## config.mk

```make
export PLATFORM = sky130hd
export DESIGN_NAME = pod_reset_access
export DESIGN_NICKNAME = d
export VERILOG_FILES = /design/src/inc/pod_ctrl_pkg.sv /design/src/rtl/pod_reset_access.sv
export SDC_FILE = /design/constraint.sdc
export NUM_CORES = 1
export LEC_CHECK = 0
export ABC_CLOCK_PERIOD_IN_PS = 31300
export BUFFER_PORTS_ARGS = -buffer_cell sky130_fd_sc_hd__buf_4
export CAP_MARGIN = 5
export CELL_PAD_IN_SITES_DETAIL_PLACEMENT = 1
export CELL_PAD_IN_SITES_GLOBAL_PLACEMENT = 2
export CORE_MARGIN = 2
export CORE_UTILIZATION = 40
export DETAILED_ROUTE_END_ITERATION = 12
export PLACE_DENSITY_LB_ADDON = 0.15
export SLEW_MARGIN = 10
export SYNTH_ARGS = -nofsm -noshare
export SYNTH_HDL_FRONTEND = slang
export SYNTH_SLANG_ARGS = --single-unit
```

## constraint.sdc

```tcl
create_clock -name ref_clk -period 31.3 [get_ports ref_clk]
set_clock_uncertainty 0.05 [all_clocks]
set_input_delay 6.26 -clock ref_clk [delete_from_list [all_inputs] [get_ports ref_clk]]
set_output_delay 6.26 -clock ref_clk [all_outputs]
set_load 0.01 [all_outputs]
```

## src/inc/pod_ctrl_pkg.sv

```systemverilog
// Purpose: Constants for the emulator pod reset and access control
// Assumes: 32-bit register port, byte addresses
// Notes:   Mapper term registers repeat every TERM_STRIDE bytes
package pod_ctrl_pkg;
  // ----------------------------------------------------------------
  // Register offsets
  // ----------------------------------------------------------------
  localparam logic [7:0] CFG_OFS       = 8'h00;
  localparam logic [7:0] CMD_OFS       = 8'h04;
  localparam logic [7:0] STATUS_OFS    = 8'h08;
  localparam logic [7:0] ACCESS_OFS    = 8'h0C;
  localparam logic [7:0] TERM_BASE_OFS = 8'h10;
  localparam logic [7:0] TERM_STRIDE   = 8'h10;
  localparam logic [7:0] TERM_LO_OFS   = 8'h00;
  localparam logic [7:0] TERM_HI_OFS   = 8'h04;
  localparam logic [7:0] TERM_ATTR_OFS = 8'h08;
  // ----------------------------------------------------------------
  // Configuration fields and reset value
  // ----------------------------------------------------------------
  localparam int          CFG_WAIT_BIT = 0;
  localparam int          CFG_POL_BIT  = 1;
  localparam int          CFG_FAST_BIT = 2;
  localparam int          CFG_NARR_BIT = 3;
  localparam int          CFG_SIZE_LSB = 4;
  localparam int          CFG_DEF_LSB  = 6;
  localparam logic [7:0]  CFG_RESET    = 8'h01;
  // ----------------------------------------------------------------
  // Command bits (write pulses)
  // ----------------------------------------------------------------
  localparam int CMD_RESET_BIT = 0;
  localparam int CMD_BREAK_BIT = 1;
  localparam int CMD_RUN_BIT   = 2;
  localparam int CMD_INIT_BIT  = 3;
  // ----------------------------------------------------------------
  // Access sizes and memory characterizations
  // ----------------------------------------------------------------
  typedef enum logic [1:0] {
    SIZE_BYTE  = 2'h0,
    SIZE_SHORT = 2'h1,
    SIZE_WORD  = 2'h2
  } size_t;
  typedef enum logic [2:0] {
    CHAR_TRAM  = 3'h0,
    CHAR_TROM  = 3'h1,
    CHAR_GUARD = 3'h2,
    CHAR_ERAM  = 3'h3,
    CHAR_EROM  = 3'h4
  } char_t;
  // Release states, Gray along the usual path
  typedef enum logic [1:0] {
    AWAIT_RESET = 2'b00,
    AWAIT_RUN   = 2'b01,
    RUNNING     = 2'b11
  } rel_t;
endpackage

```

## src/rtl/pod_reset_access.sv

```systemverilog
// Purpose: Emulator pod reset release, target reset drive, host access
//          width, emulation wait states and memory characterization
// Assumes: ref_clk is the double-rate input clock; inputs synchronous
//          except socketReset
// Notes:   Target reset drive is open collector: out is low, oe drives
`timescale 1ns/1ps
module pod_reset_access #(
  parameter int TERMS = 4
) (
  input  wire logic        ref_clk,
  input  wire logic        rst,
  input  wire logic [7:0]  regAddr,
  input  wire logic [31:0] regWrData,
  input  wire logic        regWrite,
  input  wire logic        regRead,
  output logic      [31:0] regRdData,
  input  wire logic        socketReset,
  output logic             procReset,
  output logic             procClkPhase,
  output logic             targetResetDriveOut,
  output logic             targetResetDriveOe,
  input  wire logic [31:0] procAddr,
  input  wire logic        procStrobe,
  output logic      [2:0]  memChar,
  output logic      [7:0]  emuBlock,
  output logic             guardBreak,
  input  wire logic [2:0]  burstBeat,
  output logic      [1:0]  waitStates
);
  // ----------------------------------------------------------------
  // Helper functions
  // ----------------------------------------------------------------
  // Width in bytes of a size code
  function automatic logic [2:0] size_bytes(input logic [1:0] s);
    size_bytes = (s == pod_ctrl_pkg::SIZE_WORD)  ? 3'h4 :
                 (s == pod_ctrl_pkg::SIZE_SHORT) ? 3'h2 : 3'h1;
  endfunction
  // Smaller of two size codes
  function automatic logic [1:0] size_min(input logic [1:0] a,
                                          input logic [1:0] b);
    size_min = (a < b) ? a : b;
  endfunction
  // ----------------------------------------------------------------
  // Registers
  // ----------------------------------------------------------------
  logic [7:0]  cfg;
  logic [7:0]  accReq;
  logic [31:0] termLo   [TERMS];
  logic [31:0] termHi   [TERMS];
  logic [3:0]  termAttr [TERMS];
  logic        sockMeta;
  logic        sockSync;
  logic        driveOn;
  logic        procHeld;
  pod_ctrl_pkg::rel_t relState;
  pod_ctrl_pkg::rel_t next_relState;
  // Decoded configuration fields
  wire logic       waitMode = cfg[pod_ctrl_pkg::CFG_WAIT_BIT];
  wire logic       polHigh  = cfg[pod_ctrl_pkg::CFG_POL_BIT];
  wire logic       busFast  = cfg[pod_ctrl_pkg::CFG_FAST_BIT];
  wire logic       narrow   = cfg[pod_ctrl_pkg::CFG_NARR_BIT];
  wire logic [1:0] cfgSize  = cfg[pod_ctrl_pkg::CFG_SIZE_LSB +: 2];
  wire logic [1:0] defChar  = cfg[pod_ctrl_pkg::CFG_DEF_LSB +: 2];
  // Write decode
  wire logic wrCfg = regWrite && regAddr == pod_ctrl_pkg::CFG_OFS;
  wire logic wrCmd = regWrite && regAddr == pod_ctrl_pkg::CMD_OFS;
  wire logic wrAcc = regWrite && regAddr == pod_ctrl_pkg::ACCESS_OFS;
  wire logic cmdReset = wrCmd && regWrData[pod_ctrl_pkg::CMD_RESET_BIT];
  wire logic cmdRelease = wrCmd &&
    (regWrData[pod_ctrl_pkg::CMD_BREAK_BIT] ||
     regWrData[pod_ctrl_pkg::CMD_RUN_BIT] ||
     regWrData[pod_ctrl_pkg::CMD_INIT_BIT]);
  // Unmapped default may never name emulation memory
  wire logic defOk = regWrData[pod_ctrl_pkg::CFG_DEF_LSB +: 2] != 2'h3;
  // ----------------------------------------------------------------
  // Configuration and host access request registers
  // ----------------------------------------------------------------
  always_ff @(posedge ref_clk or posedge rst)
  begin
    if (rst)
    begin
      cfg    <= pod_ctrl_pkg::CFG_RESET;
      accReq <= 8'h00;
    end
    else
    begin
      if (wrCfg)
      begin
        cfg[5:0] <= regWrData[5:0];
        if (defOk)
          cfg[7:6] <= regWrData[7:6];
      end
      if (wrAcc)
        accReq <= regWrData[7:0];
    end
  end
  // Mapper terms: lo, hi, attr {enable, type[2:0]}
  genvar t;
  generate
    for (t = 0; t < TERMS; t++)
    begin : g_term
      localparam logic [7:0] BASE = 8'(pod_ctrl_pkg::TERM_BASE_OFS +
                                       t * pod_ctrl_pkg::TERM_STRIDE);
      always_ff @(posedge ref_clk or posedge rst)
      begin
        if (rst)
        begin
          termLo[t]   <= 32'h0000_0000;
          termHi[t]   <= 32'h0000_0000;
          termAttr[t] <= 4'h0;
        end
        else if (regWrite)
        begin
          if (regAddr == BASE + pod_ctrl_pkg::TERM_LO_OFS)
            termLo[t] <= regWrData;
          if (regAddr == BASE + pod_ctrl_pkg::TERM_HI_OFS)
            termHi[t] <= regWrData;
          if (regAddr == BASE + pod_ctrl_pkg::TERM_ATTR_OFS)
            termAttr[t] <= regWrData[3:0];
        end
      end
    end
  endgenerate
  // ----------------------------------------------------------------
  // Socket reset synchronizer
  // ----------------------------------------------------------------
  always_ff @(posedge ref_clk or posedge rst)
  begin
    if (rst)
    begin
      sockMeta <= 1'b0;
      sockSync <= 1'b0;
    end
    else
    begin
      sockMeta <= socketReset;
      sockSync <= sockMeta;
    end
  end
  // ----------------------------------------------------------------
  // Reset release state machine
  // ----------------------------------------------------------------
  always_comb
  begin
    next_relState = relState;
    if (cmdReset)
      next_relState = waitMode ? pod_ctrl_pkg::AWAIT_RESET
                               : pod_ctrl_pkg::AWAIT_RUN;
    else if (sockSync)
      next_relState = pod_ctrl_pkg::AWAIT_RUN;
    else
      case (relState)
        pod_ctrl_pkg::AWAIT_RESET:
          if (!waitMode)
            next_relState = pod_ctrl_pkg::RUNNING;
          else
            next_relState = pod_ctrl_pkg::AWAIT_RESET;
        pod_ctrl_pkg::AWAIT_RUN:
          next_relState = pod_ctrl_pkg::RUNNING;
        pod_ctrl_pkg::RUNNING:
          next_relState = pod_ctrl_pkg::RUNNING;
        default:
          next_relState = pod_ctrl_pkg::AWAIT_RESET;
      endcase
  end
  wire logic next_procHeld = next_relState != pod_ctrl_pkg::RUNNING;
  // State, processor reset and half-rate phase
  always_ff @(posedge ref_clk or posedge rst)
  begin
    if (rst)
    begin
      relState     <= pod_ctrl_pkg::AWAIT_RESET;
      procHeld     <= 1'b1;
      procReset    <= 1'b1;
      procClkPhase <= 1'b0;
    end
    else
    begin
      relState  <= next_relState;
      procHeld  <= next_procHeld;
      procReset <= next_procHeld;
      // Phase is held at zero and goes to one on the cycle reset falls
      procClkPhase <= next_procHeld ? 1'b0 : ~procClkPhase;
    end
  end
  // ----------------------------------------------------------------
  // Target reset drive, open collector
  // ----------------------------------------------------------------
  // Asserted level: high polarity -> released (pulled up)
  wire logic next_driveOe = driveOn ? !polHigh : polHigh;
  always_ff @(posedge ref_clk or posedge rst)
  begin
    if (rst)
    begin
      driveOn             <= 1'b0;
      targetResetDriveOut <= 1'b0;
      targetResetDriveOe  <= 1'b0;
    end
    else
    begin
      if (cmdReset)
        driveOn <= 1'b1;
      else if (cmdRelease)
        driveOn <= 1'b0;
      targetResetDriveOut <= 1'b0;
      targetResetDriveOe  <= next_driveOe;
    end
  end
  // ----------------------------------------------------------------
  // Host access width and transfer count
  // ----------------------------------------------------------------
  wire logic [1:0] reqSize  = accReq[3:2];
  wire logic [1:0] reqAlign = accReq[1:0];
  wire logic [1:0] fitSize  = size_min(cfgSize, reqSize);
  // Alignment caps the width of each access
  wire logic [1:0] alnSize  = reqAlign[0] ? pod_ctrl_pkg::SIZE_BYTE :
                              reqAlign[1] ? pod_ctrl_pkg::SIZE_SHORT :
                                            pod_ctrl_pkg::SIZE_WORD;
  wire logic [1:0] effSize  = size_min(fitSize, alnSize);
  // Narrow bus carries a word as two shorts
  wire logic [1:0] busSize  = (narrow && effSize ==
                               pod_ctrl_pkg::SIZE_WORD)
                              ? pod_ctrl_pkg::SIZE_SHORT : effSize;
  wire logic [2:0] reqBytes = size_bytes(reqSize);
  wire logic [2:0] busBytes = size_bytes(busSize);
  wire logic [2:0] xferCnt  = (busBytes == 3'h1) ? reqBytes :
                              (busBytes == 3'h2) ? {1'b0, reqBytes[2:1]}
                                                 : 3'h1;
  wire logic       burst    = effSize == pod_ctrl_pkg::SIZE_WORD &&
                              narrow;
  // ----------------------------------------------------------------
  // Emulation memory wait states
  // ----------------------------------------------------------------
  wire logic first = burstBeat == 3'h0;
  wire logic [1:0] next_wait =
    narrow  ? {1'b0, busFast && first} :
    busFast ? (first ? 2'h2 : 2'h1) : 2'h1;
  // ----------------------------------------------------------------
  // Memory characterization and emulation block assignment
  // ----------------------------------------------------------------
  logic [2:0] hitChar;
  logic [7:0] hitBlock;
  logic       hit;
  always_comb
  begin
    logic [7:0] blk;
    blk      = 8'h00;
    hit      = 1'b0;
    hitChar  = {1'b0, defChar};
    hitBlock = 8'h00;
    for (int i = 0; i < TERMS; i++)
    begin
      if (termAttr[i][3] && !hit && procAddr >= termLo[i] &&
          procAddr <= termHi[i])
      begin
        hit      = 1'b1;
        hitChar  = termAttr[i][2:0];
        hitBlock = blk;
      end
      // Blocks pack onto enabled emulation terms in order
      if (termAttr[i][3] && termAttr[i][2:0] >= pod_ctrl_pkg::CHAR_ERAM)
        blk = blk + 8'h01;
    end
  end
  // Mapper outputs
  always_ff @(posedge ref_clk or posedge rst)
  begin
    if (rst)
    begin
      memChar    <= pod_ctrl_pkg::CHAR_TRAM;
      emuBlock   <= 8'h00;
      guardBreak <= 1'b0;
      waitStates <= 2'h0;
    end
    else
    begin
      memChar    <= hitChar;
      emuBlock   <= hitBlock;
      guardBreak <= procStrobe && hitChar == pod_ctrl_pkg::CHAR_GUARD;
      waitStates <= next_wait;
    end
  end
  // ----------------------------------------------------------------
  // Read data, one cycle after the strobe
  // ----------------------------------------------------------------
  logic [31:0] rdMux;
  always_comb
  begin
    rdMux = 32'h0000_0000;
    case (regAddr)
      pod_ctrl_pkg::CFG_OFS:    rdMux = {24'h00_0000, cfg};
      pod_ctrl_pkg::STATUS_OFS:
        rdMux = {27'h000_0000, sockSync, driveOn, procHeld, relState};
      pod_ctrl_pkg::ACCESS_OFS:
        rdMux = {16'h0000, 4'h0, burst, xferCnt, 2'h0, busSize,
                 accReq[3:0]};
      default:
        for (int i = 0; i < TERMS; i++)
        begin
          if (regAddr == 8'(pod_ctrl_pkg::TERM_BASE_OFS + i *
                            pod_ctrl_pkg::TERM_STRIDE))
            rdMux = termLo[i];
          if (regAddr == 8'(pod_ctrl_pkg::TERM_BASE_OFS + i *
                            pod_ctrl_pkg::TERM_STRIDE + 4))
            rdMux = termHi[i];
          if (regAddr == 8'(pod_ctrl_pkg::TERM_BASE_OFS + i *
                            pod_ctrl_pkg::TERM_STRIDE + 8))
            rdMux = {28'h000_0000, termAttr[i]};
        end
    endcase
  end
  always_ff @(posedge ref_clk or posedge rst)
  begin
    if (rst)
      regRdData <= 32'h0000_0000;
    else
      regRdData <= regRead ? rdMux : 32'h0000_0000;
  end
endmodule

```

Yosys cells after proc, flatten, opt, wreduce, memory -nomap -nowiden
Cells that the tools add are included.
{"block": "word_totals", "reg_bits": 338, "input_bits": 81, "elab_cells": 166}
{"block": "op_classes", "addsub": 2, "order_cmp": 13, "n_eq_ne": 27, "muxes": 50, "n_bitwise": 1, "reduce_logical": 46}
{"op": "$mux 32", "count": 13}
{"op": "$ge 32x32->1", "count": 4}
{"op": "$le 32x32->1", "count": 4}
{"op": "$pmux 32 s3", "count": 1}
{"op": "$eq 8x6->1 const B", "count": 6}
{"op": "$mux 8", "count": 5}
{"op": "$mux 2", "count": 14}
{"op": "$reduce_and 2->1", "count": 13}
{"op": "$eq 8x5->1 const B", "count": 3}
{"op": "$eq 8x7->1 const B", "count": 3}
{"op": "$logic_and 1x1->1", "count": 22}
{"op": "$mux 3", "count": 7}
{"op": "$add 8x1->8 const B", "count": 2}
{"op": "$eq 8x4->1 const B", "count": 2}
{"op": "$ge 3x2->1 const B", "count": 3}
{"op": "$mux 1", "count": 9}
{"op": "$eq 2x2->1 const B", "count": 4}
{"op": "$eq 8x3->1 const B", "count": 1}
{"op": "$logic_not 8->1", "count": 1}
{"op": "$eq 2x1->1 const B", "count": 3}
{"op": "$eq 3x2->1 const B", "count": 2}
{"op": "$logic_not 1->1", "count": 4}
{"op": "$lt 2x2->1", "count": 2}
{"op": "$ne 2x2->1 const B", "count": 2}
{"op": "8 further kinds", "count": 9}

Logic depth before layout (Yosys ltp)
{"block": "depth", "depth_word": 21, "depth_mapped": 12, "ltp_nobuf": 11}

Worst setup path before layout
No wires, ideal clock.
{"block": "synth_timing", "path_kind": "input to register", "from": "input port procAddr[0]", "to": "register emuBlock[1]", "setup_ns": 0.121, "arrival_time_ns": 8.413, "required_ns": 31.129, "slack_ns": 22.716, "cell_stages": 11, "path_buffers": 0, "cell_sequence": "inv_1 -> ha_1 -> nand2b_1 -> a2111oi_0 -> or4_1 -> a31oi_1 -> o211ai_4 -> and2_1 -> and3_4 -> and3_1 -> a22o_1"}
{"block": "synth_via", "elab_chain_len": 19, "elab_cells_between_ends": 27}
{"element": "from (decl)", "line_no": "pod_reset_access.sv:22", "source": "input wire logic [31:0] procAddr,"}
{"element": "$ge 32x32->1", "line_no": "pod_reset_access.sv:253", "source": "if (termAttr[i][3] && !hit && procAddr >= termLo[i] &&"}
{"element": "$logic_and 1x1->1 (2 in series)", "line_no": "pod_reset_access.sv:253"}
{"element": "$mux 1", "line_no": "pod_reset_access.sv:253"}
{"element": "$logic_not 1->1", "line_no": "pod_reset_access.sv:253"}
{"element": "$logic_and 1x1->1 (3 in series)", "line_no": "pod_reset_access.sv:253"}
{"element": "$mux 1", "line_no": "pod_reset_access.sv:253"}
{"element": "$logic_not 1->1", "line_no": "pod_reset_access.sv:253"}
{"element": "$logic_and 1x1->1 (3 in series)", "line_no": "pod_reset_access.sv:253"}
{"element": "$mux 1", "line_no": "pod_reset_access.sv:253"}
{"element": "$logic_not 1->1", "line_no": "pod_reset_access.sv:253"}
{"element": "$logic_and 1x1->1 (3 in series)", "line_no": "pod_reset_access.sv:253"}
{"element": "$mux 8 (*)", "line_no": "pod_reset_access.sv:253"}
{"element": "via hitBlock[1]", "line_no": "pod_reset_access.sv:242", "source": "logic [7:0] hitBlock;"}
{"element": "to (signal assigned)", "line_no": "pod_reset_access.sv:278", "source": "emuBlock <= hitBlock;"}
{"element": "to (decl)", "line_no": "pod_reset_access.sv:25", "source": "output logic [7:0] emuBlock,"}
Mark *: on every way through the listed nets, which the timed path passes. The rest lies on a longest branch.
A chain may end at the register's enable or synchronous reset.

Worst setup path in the final report
{"block": "layout_timing", "from": "input port procAddr[27]", "to": "register emuBlock[1]"}
Same word-level chain as after synthesis.

==> flow_summary.toml <==
[outcome]
status = "complete, no violations"

[synth]
synth_area_um2 = 20700
netlist_instances = 1975
synth_compound_area_frac = 0.138
synth_common_cells = "331 x dfrtp_1, 276 x inv_1, 268 x mux2_2, 265 x ha_1, 95 x nand2_1"
yosys_register_bits = 333
ys_seq_area_frac = 0.403
synthTopCellsByArea = "dfrtp_1 40%, ha_1 16%, mux2_2 15%"
synth_top_flop_cell = "dfrtp_1"
synthDominantCellAreaShare = 0.401
yosys.area.top_type = "dfrtp_1"
synth_top_family_by_area = "adder cells"
synth-edff-count = 0
ys_types = 76
yosysWarningCount = 0
yosysMostFrequentCell = "dfrtp_1"
synth-async-reset-ratio = 1.00
post_synth_xor_area_fraction = 0.000424
syn-mean-instance-area_um2 = 10.5
synthMuxAreaShare = 0.148
synth-simple-area-share = 0.0846
synthAdderAreaFrac = 0.160

[routing]
drt-wirelength-per-cell_um = 25.9
drtPass1Iterations = 5
drt_iter0_markers = 919
drc = 0
ant_nets = 0
viasPerCell = 5.78
vias = 16200
drt_wl_total_um = 72700

[finish]
final_cells = 2802
nets = 2436
drive_gt1_frac = 0.241
fill_cells = 5622
n_antenna_cell = 0
synthToLayoutAreaGrowth_pct = 14.9

[sta]
rsz0062_at_grt = "no"
tns_ns = 0
clock.fmax_mhz = 108
slew_headroom = 0.173
setup_viol = 0
tightest_slew_ns = 1.24
finalCritPeriodShare = 0.296
period_needed_ns = 9.25
holdWs_ns = 0.309
maxSlewViolCount = 0
hold_violations = 0

[worst_hold_path]
hp-start = "sockMeta"
hold-path-cell-count = 0
min_path_type = "flip-flop to flip-flop"
hold_path_end = "sockSync"

[global_route]
grt_pass1_wl_um = 111000
grt-ovfl-total = 0
grt.total_usage = 0.276
grt_pass1_vias = 17400
grt_max_degree = 151
antenna_found_initial = 1

[floorplanning]
core_area_um2 = 51200
num_io_pins = 131
dieArea_um2 = 53500
die_w_um = 231
die_h_um = 231
row_count = 83
start_util = 0.404

[power]
power.density_nw_per_um2 = 46.3
ir_drop_mv = 0.0319
finalPower_mw = 1.10
p_leak_nw = 11.1

[worst_setup_path]
required_ns = 31.71
reg2regPathDepth = 11
r2r-start = "termHi[61]"
cpMostUsedCell = "nand4_1"
crit_buf_inv = 1
endpoint_kind = "flip-flop"
r2r_end = "emuBlock[1]"
path_delay_family = "simple AND/OR/NAND/NOR gates"
path_max_fanout = 8
cp_data_arrival_time_ns = 9.66
reg2reg_slack_ns = 27.47
slowest_delay_ns = 0.93
critPathSlowestCell = "nor4_1"
worstSetupPathType = "primary input to flip-flop"
crit_chain = "buf_4, ha_1, nand4_1, nor4_1, nand4_1, o311ai_2, o211ai_2, and2_1, and3_4, and3_1, a22o_1"
worst_setup_path_start_kind = "primary input"

[clocking]
cts_buffer_depth = 3
path_clk_slew_ns = 0.06
clock_sinks = 333
cts_made_buffers = 41
cts_tree = "built"
cts_hold_buf = 0
insertion_delay_ns = 0.57
ctsHtreeMaxLevel = 2
post_cts_resized = 0
cts_root_buf = "clkbuf_16"
post_cts_buffers = 0

[placed_design]
dp_hpwl_um = 52100
globalplace.congestion = 0.875
port_buffers = 124
dp_cells = 2727

[flow_run]
drv_cap = 0
## power breakdown
group / leakage (nW) / total, mW / switching (mW) / internal (mW)
logic: 5.80 / 0.138 / 0.0820 / 0.0561
clock network: 0.686 / 0.495 / 0.199 / 0.296
registers: 4.57 / 0.466 / 0.0172 / 0.449
total: 11.1 / 1.10 / 0.298 / 0.801
## state kept, by name (all words and copies together), names as in the netlist
signal              flops
termLo                128
memChar                 3
waitStates              2
termHi                128
relState                2
driveOn                 1
targetResetDriveOe      1
emuBlock                3
cfg                     8
termAttr               16
regRdData              32
accReq                  4
sockMeta                1
sockSync                1
procHeld                1
procClkPhase            1
guardBreak              1
## how the worst max path moves through the flow
stage,slack (ns),to,from,cells after the start
after floorplan,15.77,accReq[0],rst,1
after global placement,21.54,emuBlock[1],procAddr[27],11
after detailed placement,21.45,emuBlock[1],procAddr[27],11
after CTS,22.06,emuBlock[1],procAddr[27],11
after global routing,21.99,emuBlock[1],procAddr[27],11
final,22.05,emuBlock[1],procAddr[27],11
## routing by layer
metal	GRT usage	vias up	routed length [µm]
li1	-	7369	-
met1	0.373	8361	33300
met2	0.466	356	34800
met3	0.0314	99	2610
met4	0.0770	2	2020
met5	0	-	11
## cell families after synthesis
logic type	Yosys count
xor+xnor	1
flops	333
fa+ha+maj	265
simple gates	349
mux	273
other cells	1
buf+inv	347
compound gates	406
## area by class of cell
cell class | count | area, µm² | share of cell area
inverters | 276 | 1040 | 0.0439
multi-input cells | 1300 | 11100 | 0.467
repair buffers | 138 | 1050 | 0.0441
clock buffers | 55 | 1170 | 0.0493
flip-flops and latches | 333 | 8340 | 0.351
clock inverters | 20 | 209 | 0.00879
well taps | 680 | 851 | 0.0358
## layout by cell type (no fill, tap or decap), types with 6 or more instances in the layout
cell type / synthesis / routed
clkinv_2: 0 / 13
nor2_4: 0 / 8
clkbuf_1: 47 / 7
conb_1: 1 / 6
inv_1: 276 / 275
ha_1: 265 / 265
nand2b_1: 10 / 10
o21a_1: 8 / 8
a22oi_1: 93 / 93
o21ai_0: 53 / 53
nand4_1: 41 / 41
a21o_1: 24 / 24
a21boi_0: 6 / 6
clkbuf_16: 0 / 43
a211oi_1: 11 / 11
o211ai_1: 11 / 11
a2111oi_0: 8 / 7
and3_1: 7 / 7
nor3_1: 8 / 8
a31oi_1: 11 / 11
mux2_2: 268 / 268
and4_1: 12 / 12
nor2_1: 82 / 74
buf_4: 6 / 137
nand3_1: 52 / 52
nand2_1: 95 / 89
a221oi_1: 36 / 36
dfrtp_1: 331 / 331
nor2b_1: 8 / 8
a21oi_1: 82 / 82
## stage by stage
stage / cell area, µm² / worst slack (ns) / utilization
2_1_floorplan: 20700 / 15.77 / -
5_1_grt: 23800 / 21.99 / 0.464
6_report: 23800 / 22.05 / 0.464
3_5_place_dp: 22400 / 21.45 / 0.437
3_3_place_gp: 22400 / 21.54 / 0.437
4_1_cts: 23800 / 22.06 / 0.464
(Power assumes the default switching activity.)
